$ cat config.mk
export PLATFORM = sky130hd
export DESIGN_NAME = abfp_port
export DESIGN_NICKNAME = d
export VERILOG_FILES = /design/src/abfp_pkg.sv /design/src/abfp_buf2.sv /design/src/abfp_port.sv
export VERILOG_INCLUDE_DIRS = /design/src
export SDC_FILE = /design/constraint.sdc
export NUM_CORES = 1
export LEC_CHECK = 0
export ABC_AREA = 0
export BUFFER_PORTS_ARGS = -buffer_cell sky130_fd_sc_hd__buf_4
export CAP_MARGIN = 20
export CELL_PAD_IN_SITES_DETAIL_PLACEMENT = 1
export CELL_PAD_IN_SITES_GLOBAL_PLACEMENT = 1
export CORE_ASPECT_RATIO = 0.75
export CORE_MARGIN = 2
export CORE_UTILIZATION = 49
export CTS_BUF_LIST = sky130_fd_sc_hd__clkbuf_16
export DETAILED_ROUTE_END_ITERATION = 7
export PLACE_DENSITY = 0.95
export SYNTH_ARGS = -nofsm -noshare
export SYNTH_HDL_FRONTEND = slang
export SYNTH_HIERARCHICAL = 1
export SYNTH_SLANG_ARGS = --single-unit
$ cat constraint.sdc
create_clock -name ref_clk_i -period 4.8 [get_ports ref_clk_i]
set_input_delay 0 -clock ref_clk_i [delete_from_list [all_inputs] [get_ports ref_clk_i]]
set_output_delay 0 -clock ref_clk_i [all_outputs]
set_load 0.05 [all_outputs]
$ cat src/abfp_params.svh
// constants for the asynchronous byte fifo port
`ifndef ABFP_PARAMS_SVH
`define ABFP_PARAMS_SVH
`define ABFP_DATA_W 8
`define ABFP_MODE_W 4
`define ABFP_MODE_ASYNC_FIFO 4'h1
`define ABFP_SYNC_STAGES 2
`define ABFP_BUF_DEPTH 2
`endif

$ cat src/abfp_pkg.sv
// types shared by the asynchronous byte fifo port
`default_nettype none
`include "abfp_params.svh"
package abfp_pkg;
  typedef logic [`ABFP_DATA_W-1:0] abfp_byte_t;
  // one byte with its valid flag, used on both usb-side streams
  typedef struct packed {
    logic valid;
    abfp_byte_t data;
  } abfp_beat_t;
  // two-way pin split into its drive value and enable
  typedef struct packed {
    abfp_byte_t dout;
    logic oe;
  } abfp_pad_out_t;
  typedef enum logic [1:0] {
    ABFP_RD_IDLE,
    ABFP_RD_DRIVE,
    ABFP_RD_GAP
  } abfp_rd_state_t;
endpackage
`default_nettype wire

$ cat src/abfp_buf2.sv
// two-entry byte buffer with valid/ready on both sides, registered read data
`timescale 1ns/100ps
`default_nettype none
module abfp_buf2 #(
  parameter int WIDTH = 8,
  parameter int DEPTH = 2
) (
  input wire logic clk_i,
  input wire logic rst_n_i,
  input wire logic in_valid_i,
  output logic in_ready_o,
  input wire logic [WIDTH-1:0] in_data_i,
  output logic out_valid_o,
  input wire logic out_ready_i,
  output logic [WIDTH-1:0] out_data_o
);
  if (DEPTH != 2 || WIDTH < 1) begin : g_bad_params
    $error("abfp_buf2 serves only depth 2");
  end
  logic [WIDTH-1:0] head_r, head_nxt, tail_r, tail_nxt;
  logic [1:0] cnt_r, cnt_nxt;
  logic push, pop;
  assign in_ready_o = (cnt_r != 2'h2);
  assign out_valid_o = (cnt_r != 2'h0);
  assign out_data_o = head_r;
  assign push = in_valid_i && in_ready_o;
  assign pop = out_valid_o && out_ready_i;
  always_comb begin
    head_nxt = head_r;
    tail_nxt = tail_r;
    cnt_nxt = cnt_r;
    unique case ({push, pop})
      2'b10: begin
        if (cnt_r == 2'h0) begin
          head_nxt = in_data_i;
        end else begin
          tail_nxt = in_data_i;
        end
        cnt_nxt = cnt_r + 2'h1;
      end
      2'b01: begin
        head_nxt = tail_r;
        cnt_nxt = cnt_r - 2'h1;
      end
      2'b11: begin
        if (cnt_r == 2'h1) begin
          head_nxt = in_data_i;
        end else begin
          head_nxt = tail_r;
          tail_nxt = in_data_i;
        end
      end
      default: begin
      end
    endcase
  end
  always_ff @(posedge clk_i or negedge rst_n_i) begin
    if (!rst_n_i) begin
      head_r <= '0;
      tail_r <= '0;
      cnt_r <= 2'h0;
    end else begin
      head_r <= head_nxt;
      tail_r <= tail_nxt;
      cnt_r <= cnt_nxt;
    end
  end
endmodule
`default_nettype wire

$ cat src/abfp_port.sv
// asynchronous byte fifo port: strobe-driven parallel master interface
// Notes on behaviour
// - port acts only when configuration selects asynchronous fifo mode
// - data bus is input; driven only while read strobe is low (drive here follows the synchronised strobe, two cycles late at both edges)
// - receive-available low when a byte waits; master reads only then
// - after read strobe rises, receive-available goes high before next byte
// - during reset both status outputs are undriven, weakly pulled high
// - transmit-space low when a byte fits; master writes only then
// - read strobe falling edge presents head byte on the data bus
// - read strobe rising edge advances the receive buffer
// - write strobe falling edge captures bus byte into transmit buffer
// - suspended with wakeup enabled: send-now strobe requests usb resume
// - not suspended: send-now strobe flushes pending data on next bulk in
`timescale 1ns/100ps
`default_nettype none
`include "abfp_params.svh"
module abfp_port #(
  parameter int DATA_W = `ABFP_DATA_W,
  parameter int SYNC_STAGES = `ABFP_SYNC_STAGES
) (
  input wire logic ref_clk_i,
  input wire logic resetn_i,
  // configuration from nonvolatile memory
  input wire logic [`ABFP_MODE_W-1:0] cfg_mode_i,
  input wire logic cfg_remote_wakeup_en_i,
  input wire logic usb_active_n_i,
  // pins
  input wire logic [DATA_W-1:0] parallel_data_bus_i,
  output logic [DATA_W-1:0] parallel_data_bus_o,
  output logic parallel_data_bus_oe_o,
  input wire logic rd_strobe_n_i,
  input wire logic wr_strobe_n_i,
  input wire logic send_now_wakeup_n_i,
  output logic rx_byte_available_n_o,
  output logic rx_byte_available_n_oe_o,
  output logic tx_space_available_n_o,
  output logic tx_space_available_n_oe_o,
  // receive stream from the usb side
  input wire abfp_pkg::abfp_beat_t rx_in_i,
  output logic rx_in_ready_o,
  // transmit stream to the usb side
  output abfp_pkg::abfp_beat_t tx_out_o,
  input wire logic tx_out_ready_i,
  output logic send_immediate_o,
  output logic resume_req_o
);
  import abfp_pkg::*;

  // elaboration stops here rather than building a port with the wrong widths
  if (DATA_W != `ABFP_DATA_W || SYNC_STAGES != 2) begin : g_bad_params
    $error("abfp_port serves only an 8-bit bus and two sync stages");
  end

  ////////////////////////////////////////////////////////////////////////////
  // reset release and pin synchronisers

  logic [1:0] rst_sync_r;
  logic rst_n;
  always_ff @(posedge ref_clk_i or negedge resetn_i) begin
    if (!resetn_i) begin
      rst_sync_r <= 2'h0;
    end else begin
      rst_sync_r <= {rst_sync_r[0], 1'b1};
    end
  end
  assign rst_n = rst_sync_r[1];

  // strobes idle high, so they reset high to avoid a false edge
  logic [2:0] strb_s1_r, strb_s2_r, strb_d_r;
  logic [DATA_W-1:0] bus_s1_r, bus_s2_r;
  always_ff @(posedge ref_clk_i or negedge rst_n) begin
    if (!rst_n) begin
      strb_s1_r <= 3'h7;
      strb_s2_r <= 3'h7;
      strb_d_r <= 3'h7;
      bus_s1_r <= '0;
      bus_s2_r <= '0;
    end else begin
      strb_s1_r <= {send_now_wakeup_n_i, wr_strobe_n_i, rd_strobe_n_i};
      strb_s2_r <= strb_s1_r;
      strb_d_r <= strb_s2_r;
      bus_s1_r <= parallel_data_bus_i;
      bus_s2_r <= bus_s1_r;
    end
  end

  // mode check is decoded once and gates every strobe
  function automatic logic mode_is_async(input logic [`ABFP_MODE_W-1:0] m);
    return m == `ABFP_MODE_ASYNC_FIFO;
  endfunction

  logic enabled;
  logic rd_fall, rd_rise, wr_fall, sn_fall;
  assign enabled = mode_is_async(cfg_mode_i);
  assign rd_fall = enabled && strb_d_r[0] && !strb_s2_r[0];
  assign rd_rise = enabled && !strb_d_r[0] && strb_s2_r[0];
  assign wr_fall = enabled && strb_d_r[1] && !strb_s2_r[1];
  assign sn_fall = enabled && strb_d_r[2] && !strb_s2_r[2];

  ////////////////////////////////////////////////////////////////////////////
  // receive path: buffer then read strobe

  logic rx_valid, rx_pop;
  logic [DATA_W-1:0] rx_head;
  abfp_buf2 #(
    .WIDTH(DATA_W),
    .DEPTH(`ABFP_BUF_DEPTH)
  ) u_rx_buf (
    .clk_i(ref_clk_i),
    .rst_n_i(rst_n),
    .in_valid_i(rx_in_i.valid),
    .in_ready_o(rx_in_ready_o),
    .in_data_i(rx_in_i.data),
    .out_valid_o(rx_valid),
    .out_ready_i(rx_pop),
    .out_data_o(rx_head)
  );

  abfp_rd_state_t rd_st_r, rd_st_nxt;
  logic [DATA_W-1:0] dout_r, dout_nxt;
  logic rxf_n_r, rxf_n_nxt;
  always_comb begin
    rd_st_nxt = rd_st_r;
    dout_nxt = dout_r;
    rx_pop = 1'b0;
    rxf_n_nxt = rxf_n_r;
    unique case (rd_st_r)
      ABFP_RD_IDLE: begin
        rxf_n_nxt = !(rx_valid && enabled);
        if (rd_fall && rx_valid) begin
          dout_nxt = rx_head;
          rd_st_nxt = ABFP_RD_DRIVE;
        end
      end
      ABFP_RD_DRIVE: begin
        if (rd_rise) begin
          rx_pop = 1'b1;
          rxf_n_nxt = 1'b1;
          rd_st_nxt = ABFP_RD_GAP;
        end
      end
      ABFP_RD_GAP: begin
        // one cycle high so the master always sees the handshake close
        rxf_n_nxt = 1'b1;
        rd_st_nxt = ABFP_RD_IDLE;
      end
    endcase
  end
  always_ff @(posedge ref_clk_i or negedge rst_n) begin
    if (!rst_n) begin
      rd_st_r <= ABFP_RD_IDLE;
      dout_r <= '0;
      rxf_n_r <= 1'b1;
    end else begin
      rd_st_r <= rd_st_nxt;
      dout_r <= dout_nxt;
      rxf_n_r <= rxf_n_nxt;
    end
  end

  // bus drive follows the synchronised strobe, so it lags the pin by two cycles
  assign parallel_data_bus_o = dout_r;
  assign parallel_data_bus_oe_o = enabled && !strb_s2_r[0];

  ////////////////////////////////////////////////////////////////////////////
  // transmit path: write strobe then buffer

  logic tx_ready, tx_push, tx_valid;
  logic [DATA_W-1:0] tx_data;
  assign tx_push = wr_fall && tx_ready;
  abfp_buf2 #(
    .WIDTH(DATA_W),
    .DEPTH(`ABFP_BUF_DEPTH)
  ) u_tx_buf (
    .clk_i(ref_clk_i),
    .rst_n_i(rst_n),
    .in_valid_i(tx_push),
    .in_ready_o(tx_ready),
    .in_data_i(bus_s2_r),
    .out_valid_o(tx_valid),
    .out_ready_i(tx_out_ready_i),
    .out_data_o(tx_data)
  );
  // one driver for the whole struct keeps the output a single variable
  assign tx_out_o = '{valid: tx_valid, data: tx_data};

  logic txe_n_r, txe_n_nxt;
  always_comb begin
    // held high while the strobe is low so a full buffer is seen before next write
    txe_n_nxt = !(enabled && tx_ready && strb_s2_r[1]);
  end

  ////////////////////////////////////////////////////////////////////////////
  // send-immediate / wakeup

  logic sn_r, sn_nxt, rs_r, rs_nxt;
  always_comb begin
    sn_nxt = sn_fall && !usb_active_n_i;
    rs_nxt = sn_fall && usb_active_n_i && cfg_remote_wakeup_en_i;
  end
  always_ff @(posedge ref_clk_i or negedge rst_n) begin
    if (!rst_n) begin
      txe_n_r <= 1'b1;
      sn_r <= 1'b0;
      rs_r <= 1'b0;
    end else begin
      txe_n_r <= txe_n_nxt;
      sn_r <= sn_nxt;
      rs_r <= rs_nxt;
    end
  end
  assign send_immediate_o = sn_r;
  assign resume_req_o = rs_r;

  ////////////////////////////////////////////////////////////////////////////
  // status pins: driven only after reset, external pull-up holds them high until then

  assign rx_byte_available_n_o = rxf_n_r;
  assign tx_space_available_n_o = txe_n_r;
  assign rx_byte_available_n_oe_o = rst_n;
  assign tx_space_available_n_oe_o = rst_n;
endmodule
`default_nettype wire

==> metrics.md <==
| Metric | Value |
|---|---|
| Die Wd | `100.2 um` |
| CTS H-tree depth | `3` |
| Worst ir drop on vdd | `0.3141 mV` |
| Final setup slack of the worst path | `1.646 ns` |
| Dominant cell type by area after synthesis | `dfrtp_1` |
| Post-detailed-route wirelength per cell | `25.34 um` |
| Fraction of final layout cells sized beyond drive strength 1 | `32.18%` |
| Slowest cell on the critical path | `dlygate4sd3_1` |
| Number of global-route vias before repair | `2,866` |
| Result of the run | `finished clean` |
| Final weighted congestion in routability-driven placement | `0.8461` |
| Max Buffers Root-to-Sink | `2` |
| Mapped Avg Cell Area | `12.93 um^2` |
| Crit path required time | `5.02 ns` |
| Proportion of synthesized chip area in sequential cells | `57.06%` |
| Port bufs | `53` |
| Largest net degree at the start of global routing | `54` |
| Max Transition Viols Final | `0` |
| Top cells by count, synth | `dfrtp_1, ha_1, o21ai_0, a31oi_1` |
| Crit-path max FO | `19` |
| Instance count after placement with tap cells included | `389` |
| Post-Layout Cell Count | `432` |
| Diodes inserted | `0` |
| Worst min path class | `input pin to register` |
| Synth area leaders | `dfrtp_1, dfstp_2, mux2_4` |
| Worst-path clk slew | `0.06 ns` |
| Height of the die | `76.15 um` |
| Cell with the most instances after synthesis | `dfrtp_1` |
| Area Growth Syn to Fin | `29.88%` |
| Arrival time worst endpoint | `3.37 ns` |
| Total global-route track usage | `30.88%` |
| Final ANT Viol Nets | `0` |
| Total length of routed wires | `10,950 um` |
| Number of ports placed on the die boundary | `54` |
| Final hold violation count | `0` |
| Total power divided by cell area | `629.5 nW/um^2` |
| Post-CTS sizing | `0` |
| Initial core utilization | `50.26%` |
| Residual DRC count | `0` |
| Gr ovfl total | `0` |
| Net count after synthesis | `311` |
| Static Leak | `0.002073 uW` |
| Number of antenna violations at the first check in global routing | `0` |
| First-pass GRT wire length | `17,150 um` |
| Clock sink count | `77` |
| Total number of vias | `2,561` |
| Initial DRC count | `165` |
| Summed negative setup slack over all endpoints | `0 ns` |
| Endpoint kind of the worst setup timing path | `register` |
| Detailed Place HPWL | `5814 um` |
| Cell count after synthesis | `263` |
| Post-place setup slack | `1.914 ns` |
| Post-synth top flop | `dfrtp_1` |
| Per-cell via count in the routed design | `5.928` |
| Root cell of the clock tree | `clkbuf_16` |
| Clk_lat worst skew | `0.34 ns` |
| Chain of cells forming the critical path | `dlygate4sd3_1, buf_4, nor4b_2, and3_1, nand2b_1, inv_2, ha_1, and2_4, a211o_1, mux2_4` |
| Synthesized flop and latch total | `77` |
| Final period demand of the worst path | `3.154 ns` |
| TritonCTS clock tree | `built` |
| Peak Freq | `317.1 MHz` |
| Mapped Area | `3401 um^2` |
| Transition time at the pin with the least slew margin | `0.7350 ns` |
| Category of the critical setup timing path | `input pin to register` |
| Synthesis Warnings | `6` |
| Area of the core | `6766 um^2` |
| Layout net count | `391` |
| Critical path's largest stage delay | `0.54 ns` |
| Category of the worst setup path launch point | `input pin` |
| RSZ-0062 raised after global routing | `false` |
| First-pass DRT Iterations | `4` |
| Fin crit share | `65.71%` |
| Proportion of netlist area held by the largest area contributor | `48.57%` |
| Number of enable flip-flop cells after synthesis | `0` |
| Worst clock skew | `0.007916 ns` |
| Synth async-reset ratio | `100.0%` |
| Total clock buffers created by CTS | `9` |
| Count of final setup violators | `0` |
| Max-cap violations | `0` |
| Die area | `7629 um^2` |
| Final Cell Area | `4417 um^2` |
| Cell area reported after detailed placement | `3840 um^2` |
| Worst slew margin relative to its limit | `50.67%` |
| Power consumption | `2780 uW` |
| Site row count | `26` |
| Count of cell types in the netlist | `42` |
[where the power goes]
| group | internal [uW] | leakage (uW) | switching (uW) |
|---|---|---|---|
| combinational | 401 | 0.00100 | 648 |
| sequential | 850 | 0.000913 | 167 |
| clock | 448 | 0.000155 | 266 |
[timing repair]
action | 4_1_cts | 5_1_grt
hold buffers | 27 | 0
hold endpoints to repair | 26 | 0
setup buffers | 0 | 0
[final timing paths]
| check | startpoint | end | slack [ns] | depth (start not counted) |
|---|---|---|---|---|
| min | cfg_mode_i[1] | rx_byte_available_n_o$_DFFE_PN1P_ | 0.07 | 3 |
| min in group asynchronous | rst_sync_r[1]$_DFF_PN0_ | rd_st_r[0]$_DFFE_PN0P_ | 0.27 | 0 |
| min reg2reg | rst_sync_r[1]$_DFF_PN0_ | rd_st_r[0]$_DFFE_PN0P_ | 0.27 | 0 |
| max reg2reg | strb_s2_r[0]$_DFF_PN1_ | u_rx_buf/tail_r[4]$_DFFE_PN0P_ | 1.74 | 8 |
| max | cfg_mode_i[2] | u_rx_buf/tail_r[4]$_DFFE_PN0P_ | 1.65 | 10 |
| max in group asynchronous | rst_sync_r[1]$_DFF_PN0_ | bus_s1_r[5]$_DFF_PN0_ | 3.45 | 1 |
[stage by stage]
step | utilization [%] | hold WS [ns]
2_1_floorplan | - | -0.2956
3_3_place_gp | 56.75 | -0.2167
3_5_place_dp | 56.75 | -0.2142
4_1_cts | 65.27 | 0.07939
5_1_grt | 65.27 | 0.09779
6_report | 65.27 | 0.07264
[critical path: cells and delay by family]
family | cells | cell delay [ns]
fa+ha+maj | 1 | 0.34
buf+inv | 3 | 1.06
simple gates | 4 | 1.22
compound gates | 1 | 0.39
mux | 1 | 0.35
[cells in the final DEF (no fill, tap or decap), types with 3 or more instances in the layout]
| cell | netlist | routed |
|---|---|---|
| dlygate4sd3_1 | 0 | 27 |
| nor3_1 | 16 | 16 |
| a31oi_1 | 17 | 17 |
| o21ai_0 | 18 | 18 |
| clkbuf_16 | 0 | 9 |
| nand2_1 | 3 | 3 |
| buf_4 | 2 | 54 |
| mux2_2 | 9 | 9 |
| inv_1 | 14 | 15 |
| dfstp_2 | 11 | 11 |
| mux2_4 | 16 | 16 |
| o211ai_1 | 16 | 16 |
| nand2b_1 | 5 | 5 |
| nor2b_1 | 6 | 6 |
| ha_1 | 19 | 19 |
| dfrtp_1 | 66 | 65 |
[area by class of cell]
class,instances,area (um^2)
Fill cell,673,2350
Sequential cell,77,1942
Multi-Input combinational cell,158,1328
Timing Repair Buffer,81,675.6
Clock buffer,9,225.2
Tap cell,84,105.1
Clock inverter,7,81.33
Inverter,16,60.06
[state kept, by name (all words and copies together) (netlist names), 3 cells and up]
register / count
bus_s1_r: 8
bus_s2_r: 8
parallel_data_bus_o: 8
u_rx_buf/out_data_o: 8
u_rx_buf/tail_r: 8
u_tx_buf/out_data_o: 8
u_tx_buf/tail_r: 8
strb_d_r: 3
strb_s1_r: 3
strb_s2_r: 3
[layer usage]
layer	GRT usage, %	part of all wire (%)	vias up
met5	0	0	-
met4	12.74	3.5	0
met3	8.073	5.7	33
met2	50.20	50	110
met1	39.27	41	1321
li1	-	-	1097
[cells by family after synthesis]
group,after synthesis,share of synthesized area [%]
flops,77,57.06
compound gates,62,11.55
simple gates,48,9.529
buf+inv,28,3.900
mux,26,10.34
fa+ha+maj,19,6.990
xor+xnor,2,0.5152
other cells,1,0.1103
No activity file was read; power rests on OpenSTA's default activity.
